===== src/logic/pmes_pkg.sv =====
// Purpose: Shared constants for the peak and event status register bank
// Assumes: Registers sit at their printed 16-bit offsets on the host port
// Notes:   Status bit positions are listed here and used by name in the logic; the bench uses bare numbers

package pmes_pkg;

  // ----------------------------------------------------------------
  // Register offsets
  // ----------------------------------------------------------------
  localparam logic [15:0] PMES_ADDR_CUR_PEAK = 16'he500;
  localparam logic [15:0] PMES_ADDR_VOLT_PEAK = 16'he501;
  localparam logic [15:0] PMES_ADDR_STATUS = 16'he502;

  // ----------------------------------------------------------------
  // Peak register layout and reset values
  // ----------------------------------------------------------------
  localparam int PMES_PEAK_W = 24;
  localparam int PMES_PEAK_PHASE_LSB = 24;
  localparam int PMES_PEAK_ZERO_LSB = 27;
  localparam int PMES_PEAK_CNT_W = 8;
  localparam logic [31:0] PMES_PEAK_RST = 32'h0000_0000;
  localparam logic [31:0] PMES_STATUS_RST = 32'h0000_0000;
  localparam logic [8:0] PMES_SIGN_RST = 9'h000;

  // ----------------------------------------------------------------
  // Status bit positions
  // ----------------------------------------------------------------
  localparam int PMES_ST_TOT_ACT = 0;
  localparam int PMES_ST_FUND_ACT = 1;
  localparam int PMES_ST_TOT_REACT = 2;
  localparam int PMES_ST_FUND_REACT = 3;
  localparam int PMES_ST_APPARENT = 4;
  localparam int PMES_ST_LINE_DONE = 5;
  localparam int PMES_ST_ACT_SIGN_A = 6;
  localparam int PMES_ST_SUM_PATH1 = 9;
  localparam int PMES_ST_REACT_SIGN_A = 10;
  localparam int PMES_ST_SUM_PATH2 = 13;
  localparam int PMES_ST_PULSE_ONE = 14;
  localparam int PMES_ST_DSP_DONE = 17;
  localparam int PMES_ST_SUM_PATH3 = 18;
  localparam int PMES_ST_USED = 19;

  // ----------------------------------------------------------------
  // Control bit positions (accumulation config, pulse mode, sign reg)
  // ----------------------------------------------------------------
  localparam int PMES_ACC_ACT_SEL_BIT = 6;
  localparam int PMES_ACC_REACT_SEL_BIT = 7;
  localparam int PMES_PULSE_SEL_W = 3;
  localparam int PMES_PULSE_DIS_LSB = 9;
  localparam int PMES_SIGN_ACT_LSB = 0;
  localparam int PMES_SIGN_SUM1 = 3;
  localparam int PMES_SIGN_REACT_LSB = 4;
  localparam int PMES_SIGN_SUM2 = 7;
  localparam int PMES_SIGN_SUM3 = 8;

endpackage


===== src/logic/pmes_peak_if.sv =====
// Purpose: Carries samples in and peak results out of one peak tracker
// Assumes: Every signal is on i_sys_clk
// Notes:   Phase vectors are one bit per phase, A in bit 0

`timescale 1ns/1ps

interface pmes_peak_if;
  logic [23:0] sample;
  logic [2:0] sample_phase;
  logic sample_valid;
  logic half_tick;
  logic [7:0] interval;
  logic [23:0] result_value;
  logic [2:0] result_phase;
  logic result_stb;

  // Source side feeds samples, tracker side answers with results
  modport src (output sample, sample_phase, sample_valid, half_tick,
    interval, input result_value, result_phase, result_stb);
  modport trk (input sample, sample_phase, sample_valid, half_tick,
    interval, output result_value, result_phase, result_stb);
endinterface


===== src/logic/pmes_peak_track.sv =====
// Purpose: Keeps the largest sample over a window of half line cycles
// Assumes: Interval of zero means no window ends and no result is given
// Notes:   Equal nonzero maxima from two phases mark both phase bits

`timescale 1ns/1ps

module pmes_peak_track
  import pmes_pkg::*;
(
  // Clock and reset
  input wire logic i_sys_clk,
  input wire logic i_reset_n,
  // Sample and result carrier
  pmes_peak_if.trk pk
);

  logic [23:0] max_r;
  logic [2:0] phase_r;
  logic [7:0] half_cnt_r;
  logic window_end;

  // Window closes on the half cycle that completes the count
  assign window_end = pk.half_tick && (pk.interval != 8'h00) &&
    (half_cnt_r >= pk.interval - 8'h01);

  // ----------------------------------------------------------------
  // Half cycle counter
  // ----------------------------------------------------------------
  always_ff @(posedge i_sys_clk or negedge i_reset_n) begin
    if (!i_reset_n) begin
      half_cnt_r <= 8'h00;
    end else if (window_end) begin
      half_cnt_r <= 8'h00;
    end else if (pk.half_tick) begin
      half_cnt_r <= half_cnt_r + 8'h01;
    end
  end

  // ----------------------------------------------------------------
  // Running maximum; a sample in the closing cycle opens the next one
  // ----------------------------------------------------------------
  always_ff @(posedge i_sys_clk or negedge i_reset_n) begin
    if (!i_reset_n) begin
      max_r <= 24'h000000;
      phase_r <= 3'h0;
    end else if (window_end) begin
      max_r <= pk.sample_valid ? pk.sample : 24'h000000;
      phase_r <= pk.sample_valid ? pk.sample_phase : 3'h0;
    end else if (pk.sample_valid && (pk.sample > max_r)) begin
      max_r <= pk.sample;
      phase_r <= pk.sample_phase;
    end else if (pk.sample_valid && (pk.sample == max_r) &&
        (max_r != 24'h000000)) begin
      phase_r <= phase_r | pk.sample_phase;
    end
  end

  // ----------------------------------------------------------------
  // Result hand-off, one strobe per finished window
  // ----------------------------------------------------------------
  always_ff @(posedge i_sys_clk or negedge i_reset_n) begin
    if (!i_reset_n) begin
      pk.result_value <= 24'h000000;
      pk.result_phase <= 3'h0;
      pk.result_stb <= 1'b0;
    end else begin
      pk.result_stb <= window_end;
      if (window_end) begin
        pk.result_value <= max_r;
        pk.result_phase <= phase_r;
      end
    end
  end

endmodule


===== src/logic/pmes_change_det.sv =====
// Purpose: Flags a change, or only a falling edge, on each bit of a vector
// Assumes: Input comes from logic on the same clock
// Notes:   No event in the first cycle after reset, while history fills

`timescale 1ns/1ps

module pmes_change_det #(
  parameter int W = 3,
  parameter bit FALL_ONLY = 1'b0
) (
  // Clock and reset
  input wire logic i_sys_clk,
  input wire logic i_reset_n,
  // Watched vector and events
  input wire logic [W-1:0] i_level,
  output logic [W-1:0] o_event
);

  logic [W-1:0] prev_r;
  logic primed_r;

  // History of the watched vector
  always_ff @(posedge i_sys_clk or negedge i_reset_n) begin
    if (!i_reset_n) begin
      prev_r <= '0;
      primed_r <= 1'b0;
    end else begin
      prev_r <= i_level;
      primed_r <= 1'b1;
    end
  end

  // Per-bit comparison against history
  genvar g;
  generate
    for (g = 0; g < W; g++) begin : g_bit
      if (FALL_ONLY) begin : g_fall
        assign o_event[g] = primed_r && prev_r[g] && !i_level[g];
      end else begin : g_any
        assign o_event[g] = primed_r && (prev_r[g] != i_level[g]);
      end
    end
  endgenerate

endmodule


===== src/logic/pmes_status_regs.sv =====
// Purpose: Peak capture registers and first event status register
// Assumes: All event inputs come from logic on i_sys_clk
// Notes:   Status bits clear by writing one; a same-cycle event wins
//
// Summary of operation
// - Current peak register low 24 bits hold the last interval's peak.
// - Current peak bits 24..26 mark phase A, B, C as the source.
// - Voltage peak register low 24 bits hold the last interval's peak.
// - Voltage peak bits 24..26 mark phase A, B, C as the source.
// - Peak bits 31..27 read zero; both peak registers reset to zero.
// - Status bit 0 sets on a bit 30 change of total active energy.
// - Status bit 1 sets on a bit 30 change of fundamental active energy.
// - Status bit 2 sets on a bit 30 change of total reactive energy.
// - Status bit 3 sets on bit 30 change of fundamental reactive energy.
// - Status bit 4 sets on a bit 30 change of apparent energy.
// - Status bit 5 sets when line-cycle accumulation completes.
// - Bits 6..8 set on active sign change; type by config bit 6.
// - Bits 10..12 set on reactive sign change; type by config bit 7.
// - Bits 9, 13, 18 set on summed path power sign change.
// - Bits 14..16 set on a falling edge of pulse outputs one to three.
// - Pulse flags still set while the pulse pin is disabled.
// - Pulse path power type chosen by 3-bit pulse mode fields.
// - Status bit 17 sets when the periodic DSP pass finishes.
// - Status bits 31..19 always read zero.
// - Missing fundamental or reactive metering forces those flags zero.
// - Peak interval length comes from the 8-bit interval count.

`timescale 1ns/1ps

module pmes_status_regs
  import pmes_pkg::*;
#(
  parameter bit HAS_FUND = 1'b1,
  parameter bit HAS_REACTIVE = 1'b1
) (
  // Clock and reset
  input wire logic i_sys_clk,
  input wire logic i_reset_n,
  // Host register port
  input wire logic [15:0] i_reg_addr,
  input wire logic i_reg_wr_en,
  input wire logic i_reg_rd_en,
  input wire logic [31:0] i_reg_wdata,
  output logic [31:0] o_reg_rdata,
  output logic o_reg_rd_valid,
  // Peak detector samples
  input wire logic [23:0] i_cur_sample,
  input wire logic [2:0] i_cur_sample_phase,
  input wire logic i_cur_sample_valid,
  input wire logic [23:0] i_volt_sample,
  input wire logic [2:0] i_volt_sample_phase,
  input wire logic i_volt_sample_valid,
  input wire logic i_half_cycle_tick,
  input wire logic [7:0] i_peak_interval_count,
  // Energy accumulator bit 30, kind*3+phase: tot act, fund act,
  // tot react, fund react, apparent
  input wire logic [14:0] i_energy_bit30,
  // Line cycle and DSP events
  input wire logic i_line_accum_mode,
  input wire logic i_line_cycle_done,
  input wire logic i_dsp_pass_done,
  // Power signs per phase and accumulation config
  input wire logic [7:0] i_accumulation_config,
  input wire logic [2:0] i_active_sign_total,
  input wire logic [2:0] i_active_sign_fund,
  input wire logic [2:0] i_reactive_sign_total,
  input wire logic [2:0] i_reactive_sign_fund,
  // Summed sign for each power type code, and pulse controls
  input wire logic [7:0] i_sum_sign_by_type,
  input wire logic [11:0] i_pulse_mode_register,
  input wire logic [2:0] i_pulse_level,
  // Sign register view
  output logic [8:0] o_power_sign_register
);

  // ----------------------------------------------------------------
  // Declarations
  // ----------------------------------------------------------------
  logic [31:0] cur_peak_r;
  logic [31:0] volt_peak_r;
  logic [31:0] status_r;
  logic [31:0] status_nxt;
  logic [31:0] event_vec;
  logic [31:0] clear_vec;
  logic [8:0] sign_nxt;
  logic [8:0] sign_event;
  logic [14:0] energy_event;
  logic [4:0] energy_kind;
  logic [2:0] pulse_event;
  logic [2:0] sum_sign;
  logic up_r;

  pmes_peak_if cur_if ();
  pmes_peak_if volt_if ();

  // Picks the summed sign of the power type a 3-bit field selects
  function automatic logic pick_sign(input logic [7:0] signs,
      input logic [2:0] sel);
    pick_sign = signs[sel];
  endfunction

  // Mask of the flags that this product variant can produce
  function automatic logic [31:0] variant_mask(input bit fund,
      input bit react);
    logic [31:0] m;
    m = {{(32 - PMES_ST_USED){1'b0}}, {PMES_ST_USED{1'b1}}};
    if (!fund) begin
      m[PMES_ST_FUND_ACT] = 1'b0;
      m[PMES_ST_FUND_REACT] = 1'b0;
    end
    if (!react) begin
      m[PMES_ST_TOT_REACT] = 1'b0;
      m[PMES_ST_FUND_REACT] = 1'b0;
      m[PMES_ST_REACT_SIGN_A +: 3] = 3'h0;
    end
    variant_mask = m;
  endfunction

  // ----------------------------------------------------------------
  // Peak trackers
  // ----------------------------------------------------------------
  // Window length from the interval count
  assign cur_if.sample = i_cur_sample;
  assign cur_if.sample_phase = i_cur_sample_phase;
  assign cur_if.sample_valid = i_cur_sample_valid;
  assign cur_if.half_tick = i_half_cycle_tick;
  assign cur_if.interval = i_peak_interval_count;
  assign volt_if.sample = i_volt_sample;
  assign volt_if.sample_phase = i_volt_sample_phase;
  assign volt_if.sample_valid = i_volt_sample_valid;
  assign volt_if.half_tick = i_half_cycle_tick;
  assign volt_if.interval = i_peak_interval_count;

  pmes_peak_track u_cur_peak (
    .i_sys_clk (i_sys_clk),
    .i_reset_n (i_reset_n),
    .pk (cur_if.trk)
  );

  pmes_peak_track u_volt_peak (
    .i_sys_clk (i_sys_clk),
    .i_reset_n (i_reset_n),
    .pk (volt_if.trk)
  );

  // Peak registers load on each finished window, top bits held zero
  always_ff @(posedge i_sys_clk or negedge i_reset_n) begin
    if (!i_reset_n) begin
      cur_peak_r <= PMES_PEAK_RST;
      volt_peak_r <= PMES_PEAK_RST;
    end else begin
      if (cur_if.result_stb) begin
        // Value phase marks zero top
        cur_peak_r <= {5'h00, cur_if.result_phase, cur_if.result_value};
      end
      if (volt_if.result_stb) begin
        // Value phase marks zero top
        volt_peak_r <= {5'h00, volt_if.result_phase,
          volt_if.result_value};
      end
    end
  end

  // ----------------------------------------------------------------
  // Sign selection and sign register
  // ----------------------------------------------------------------
  // Path sign follows the pulse mode type field of each path
  genvar p;
  generate
    for (p = 0; p < 3; p++) begin : g_path
      assign sum_sign[p] = pick_sign(i_sum_sign_by_type,
        i_pulse_mode_register[p*PMES_PULSE_SEL_W +: PMES_PULSE_SEL_W]);
    end
  endgenerate

  // Total or fundamental chosen by config bits 6 and 7
  always_comb begin
    sign_nxt = PMES_SIGN_RST;
    sign_nxt[PMES_SIGN_ACT_LSB +: 3] =
      i_accumulation_config[PMES_ACC_ACT_SEL_BIT] ?
      i_active_sign_fund : i_active_sign_total;
    sign_nxt[PMES_SIGN_REACT_LSB +: 3] =
      i_accumulation_config[PMES_ACC_REACT_SEL_BIT] ?
      i_reactive_sign_fund : i_reactive_sign_total;
    sign_nxt[PMES_SIGN_SUM1] = sum_sign[0];
    sign_nxt[PMES_SIGN_SUM2] = sum_sign[1];
    sign_nxt[PMES_SIGN_SUM3] = sum_sign[2];
  end

  // Registered view of the selected signs
  always_ff @(posedge i_sys_clk or negedge i_reset_n) begin
    if (!i_reset_n) begin
      o_power_sign_register <= PMES_SIGN_RST;
    end else begin
      o_power_sign_register <= sign_nxt;
    end
  end

  // ----------------------------------------------------------------
  // Change detectors
  // ----------------------------------------------------------------
  // A selector flip may itself look like a sign change; accepted
  pmes_change_det #(.W(9), .FALL_ONLY(1'b0)) u_sign_det (
    .i_sys_clk (i_sys_clk),
    .i_reset_n (i_reset_n),
    .i_level (sign_nxt),
    .o_event (sign_event)
  );

  pmes_change_det #(.W(15), .FALL_ONLY(1'b0)) u_energy_det (
    .i_sys_clk (i_sys_clk),
    .i_reset_n (i_reset_n),
    .i_level (i_energy_bit30),
    .o_event (energy_event)
  );

  // Raw pulse levels, not gated by the disable bits
  pmes_change_det #(.W(3), .FALL_ONLY(1'b1)) u_pulse_det (
    .i_sys_clk (i_sys_clk),
    .i_reset_n (i_reset_n),
    .i_level (i_pulse_level),
    .o_event (pulse_event)
  );

  // Any of the three phases of each energy kind
  genvar k;
  generate
    for (k = 0; k < 5; k++) begin : g_kind
      assign energy_kind[k] = |energy_event[k*3 +: 3];
    end
  endgenerate

  // ----------------------------------------------------------------
  // Event status register
  // ----------------------------------------------------------------
  always_comb begin
    event_vec = 32'h0000_0000;
    event_vec[PMES_ST_TOT_ACT +: 5] = energy_kind;
    event_vec[PMES_ST_LINE_DONE] =
      i_line_accum_mode && i_line_cycle_done;
    event_vec[PMES_ST_ACT_SIGN_A +: 3] =
      sign_event[PMES_SIGN_ACT_LSB +: 3];
    event_vec[PMES_ST_REACT_SIGN_A +: 3] =
      sign_event[PMES_SIGN_REACT_LSB +: 3];
    event_vec[PMES_ST_SUM_PATH1] = sign_event[PMES_SIGN_SUM1];
    event_vec[PMES_ST_SUM_PATH2] = sign_event[PMES_SIGN_SUM2];
    event_vec[PMES_ST_SUM_PATH3] = sign_event[PMES_SIGN_SUM3];
    event_vec[PMES_ST_PULSE_ONE +: 3] = pulse_event;
    event_vec[PMES_ST_DSP_DONE] = i_dsp_pass_done;
  end

  // Write-one-to-clear; a new event in the same cycle wins
  assign clear_vec = (i_reg_wr_en && (i_reg_addr == PMES_ADDR_STATUS)) ?
    i_reg_wdata : 32'h0000_0000;
  assign status_nxt = ((status_r & ~clear_vec) | event_vec) &
    variant_mask(HAS_FUND, HAS_REACTIVE);

  always_ff @(posedge i_sys_clk or negedge i_reset_n) begin
    if (!i_reset_n) begin
      status_r <= PMES_STATUS_RST;
    end else begin
      status_r <= status_nxt;
    end
  end

  // ----------------------------------------------------------------
  // Register read port; unmapped offsets read zero
  // ----------------------------------------------------------------
  always_ff @(posedge i_sys_clk or negedge i_reset_n) begin
    if (!i_reset_n) begin
      o_reg_rdata <= 32'h0000_0000;
      o_reg_rd_valid <= 1'b0;
      up_r <= 1'b0;
    end else begin
      o_reg_rd_valid <= i_reg_rd_en;
      up_r <= 1'b1;
      if (!i_reg_rd_en) begin
        o_reg_rdata <= o_reg_rdata;
      end else if (i_reg_addr == PMES_ADDR_CUR_PEAK) begin
        o_reg_rdata <= cur_peak_r;
      end else if (i_reg_addr == PMES_ADDR_VOLT_PEAK) begin
        o_reg_rdata <= volt_peak_r;
      end else if (i_reg_addr == PMES_ADDR_STATUS) begin
        o_reg_rdata <= status_r;
      end else begin
        o_reg_rdata <= 32'h0000_0000;
      end
    end
  end
endmodule


===== config.mk =====
export PLATFORM = sky130hd
export DESIGN_NAME = pmes_status_regs
export DESIGN_NICKNAME = d
export VERILOG_FILES = /design/src/logic/pmes_pkg.sv /design/src/logic/pmes_peak_if.sv /design/src/logic/pmes_peak_track.sv /design/src/logic/pmes_change_det.sv /design/src/logic/pmes_status_regs.sv
export SDC_FILE = /design/constraint.sdc
export NUM_CORES = 1
export LEC_CHECK = 0
export ABC_AREA = 1
export BUFFER_PORTS_ARGS = -buffer_cell sky130_fd_sc_hd__buf_2
export CAP_MARGIN = 20
export CORE_MARGIN = 2
export CORE_UTILIZATION = 40
export DETAILED_ROUTE_END_ITERATION = 10
export PLACE_DENSITY = 0.71
export SLEW_MARGIN = 20
export SYNTH_ARGS = -nofsm -noshare
export SYNTH_HDL_FRONTEND = slang
export SYNTH_SLANG_ARGS = --single-unit

===== constraint.sdc =====
create_clock -name i_sys_clk -period 1.8 [get_ports i_sys_clk]
set_input_delay 0.27 -clock i_sys_clk [delete_from_list [all_inputs] [get_ports i_sys_clk]]
set_output_delay 0.27 -clock i_sys_clk [all_outputs]
set_load 0.02 [all_outputs]

==> reports/qor.yml <==
status: "finished with violations"
violations: "setup timing"
fmax_mhz: 456
vias: 12261
nets: 2168
dr_wl_met2_um: 20700
wl_met1_um: 16600
dp_cells: 2160
cts_sinks: 255
ys_ff_latch: 255
grt_pass1_wl_um: 63500
yosysMostFrequentCell: "nand2_1"
top_layer_used: "met4"
slew_headroom_pct: 53.3
coreArea_mm2: 0.0313
netlist_top_cells_area: "dfrtp_1 50%, nand2_1 11%, o21ai_0 6.6%"
gr-usage-all-layers_pct: 23.9
r2r-start: "u_cur_peak.max_r[15]"
period_share_pct: 122
crit_path_max_incr_delay_ns: 0.38
multi_input_area_mm2: 0.00671
critPathArrivalTime_ns: 2.63
regArea_mm2: 0.00638
clockBufferDepth: 3
postSynth.asyncResetShare_pct: 100
yosysTopAreaCell: "dfrtp_1"
critical_path_required_ns: 2.24
end_kind: "register"
synth_cell_types: 41
boundaryPins: 220
die_height_um: 182
cts_tree: "built"
synthTopCellsByCount: "378 x nand2_1, 255 x dfrtp_1, 181 x inv_1"
ys_warn_count: 0
fin_worst_skew_ns: 0.0157
grt-ovfl-total: 0
finalPower_mw: 25.8
worstSetupPathType: "register to register"
die_w_um: 182
dp_hpwl_um: 25100
whs_ns: 0.0144
nFillCells: 2399
clkLatencyLatePin_ns: 0.55
final_max_slew_viol_count: 0
synthFlopType: "dfrtp_1"
start_util_pct: 40.4
antenna_found_initial: 1
finalSetupTns_ns: -25.75
finalSetupViolations: 124
rsz0062_at_grt: "true"
drive_gt1_share_pct: 38.6
worst_pin_slew_ns: 0.700
die-area_mm2: 0.0331
cts_inserted_buffers: 28
htree_levels: 1
detail_route.iter0.violations: 778
crit_slowest_cell: "dfrtp_1"
portBuffers: 192
synth_area_per_cell_um2: 8.49
startpoint: "u_cur_peak.max_r[15]"
worstPathCellList: "inv_2 -> ha_4 -> nand2_4 -> nor2_4 -> nand4_1 -> nor2_4 -> buf_6 -> a21oi_4 -> nand2_4 -> nand2_8 -> buf_12 -> buf_16 -> nand2_1 -> o21ai_1"
path_max_fanout: 6
powerDensity_mw_per_mm2: 1340
synth_top_cell_area_share_pct: 50.4
netlist_area_mm2: 0.0127
firstDrtPassIters: 5
ir_drop_v: 0.000808
grt_max_degree: 55
start_kind: "register"
drv_cap: 0
setup_ws_ns: -0.392
drc: 0
min_period_ns: 2.19
synth_cells: 1491
hold_viol: 0
wl_um: 41500
gp_congestion: 0.929
p_leak_nw: 9.26
vias_per_cell: 5.21
cts_root_buf: "clkbuf_16"
path_clk_slew_ns: 0.06
postRouteAntennaNets: 0
met3_length_um: 2060
synth_enable_flop_cells: 0
area_growth_pct: 52.6
worstHoldStart: "i_pulse_mode_register[2]"
wl_per_cell_um: 17.6
num_rows: 65
stdcell_count: 2353
ys_seq_area_share_pct: 50.4
hold_class: "input port to register"
grt_pass1_vias: 12466
==> power breakdown <==
group	internal (mW)	leakage [nW]	switching (mW)
clock	3.58	0.469	2.45
combinational	5.17	5.59	5.70
sequential	7.52	3.20	1.37
total	16.3	9.26	9.51
==> cells in the final DEF (no fill, tap or decap), types with 11 or more instances in the layout <==
| master | count |
|---|---|
| dfrtp_1 | 254 |
| nand3_2 | 16 |
| ha_1 | 45 |
| nand2_2 | 47 |
| clkbuf_16 | 30 |
| nand4_1 | 22 |
| nor2_2 | 13 |
| nand2_1 | 272 |
| xor2_1 | 21 |
| nand2_4 | 61 |
| buf_6 | 13 |
| buf_2 | 191 |
| o21ai_2 | 67 |
| o21ai_1 | 33 |
| nand3_1 | 72 |
| a21oi_1 | 32 |
| dlygate4sd3_1 | 73 |
| inv_1 | 159 |
| buf_4 | 131 |
| buf_12 | 28 |
| ha_4 | 17 |
| o21ai_0 | 98 |
| inv_2 | 24 |
| buf_16 | 13 |
| nor2_1 | 61 |
| mux2_2 | 11 |
| o221ai_1 | 18 |
==> layout make-up <==
| type | count | share of cell area [%] |
|---|---|---|
| Sequential cell | 255 | 33.1 |
| Timing Repair Buffer | 458 | 20.1 |
| Timing Repair inverter | 5 | 0.318 |
| Antenna cell | 1 | 0.0130 |
| Tap cell | 402 | 2.61 |
| Multi-Input combinational cell | 992 | 34.8 |
| Clock inverter | 17 | 0.946 |
| Inverter | 188 | 4.03 |
| Clock buffer | 35 | 4.14 |
==> path summary, 6_finish.rpt <==
check | endpoint | slack [ns] | cells past startpoint
hold / removal | u_sign_det.prev_r[3] | 0.01 | 2
setup / recovery | u_cur_peak.max_r[4] | -0.39 | 14
setup reg to reg | u_cur_peak.max_r[4] | -0.39 | 14
min in group asynchronous | volt_peak_r[14] | 0.28 | 2
max in group asynchronous | status_r[9] | 0.85 | 3
hold reg to reg | status_r[2] | 0.48 | 2
==> kinds of logic (layout without fill, tap and decap cells) <==
group                      after synthesis  after routing  share of synthesized area [%]
buffers and inverters                  248            703                           8.06
xor gates and xnor gates                24             24                           1.66
adders and majority gates               62             62                           6.13
DFF                                    255            255                           50.4
muxes                                   11             11                          0.979
other                                    2              7                         0.0594
and+or+nand+nor                        610            610                           20.6
AOI/OAI and AO/OA                      279            279                           12.1
==> registers in the layout, summed over array words and instances, names as in the netlist, 8 cells and up <==
register,cells
u_energy_det.prev_r,15
u_volt_peak.max_r,24
volt_peak_r,27
status_r,19
u_cur_peak.half_cnt_r,8
u_volt_peak.half_cnt_r,8
cur_peak_r,27
o_reg_rdata,27
u_cur_peak.max_r,24
u_cur_peak.pk.result_value,24
u_sign_det.prev_r,9
u_volt_peak.pk.result_value,24
==> through the flow <==
stage | area [µm²] | util, % | worst slack [ns]
finish | 19300 | 61.6 | -0.392
global route | 19300 | 61.6 | -0.492
CTS | 18400 | 58.8 | -0.257
detailed placement | 15100 | 48.3 | -0.394
global placement | 15100 | 48.3 | -0.341
floorplan | 12800 | - | -0.0492
==> critical path, delay by kind of cell, from the launching register on <==
kind,cells,cell delay (ns)
buf+inv,4,0.51
fa+ha+maj,1,0.28
flops,1,0.38
compound gates,2,0.13
simple gates,7,0.79
==> timing repair <==
item | in CTS | in global routing
endpoints found under the setup margin | 115 | 126
gates resized for setup | 237 | 242
hold buffers | 72 | 1
hold endpoints to repair | 114 | 1
pin swaps | 26 | 54
buffers inserted | 36 | 20
gates cloned | 22 | 5
==> routing by layer <==
metal,track usage (%),vias to the layer above
li1,-,5746
met1,29.7,5933
met2,41.4,418
met3,2.87,164
met4,11.5,0
met5,0,-
No activity file was read; power rests on OpenSTA's default activity.
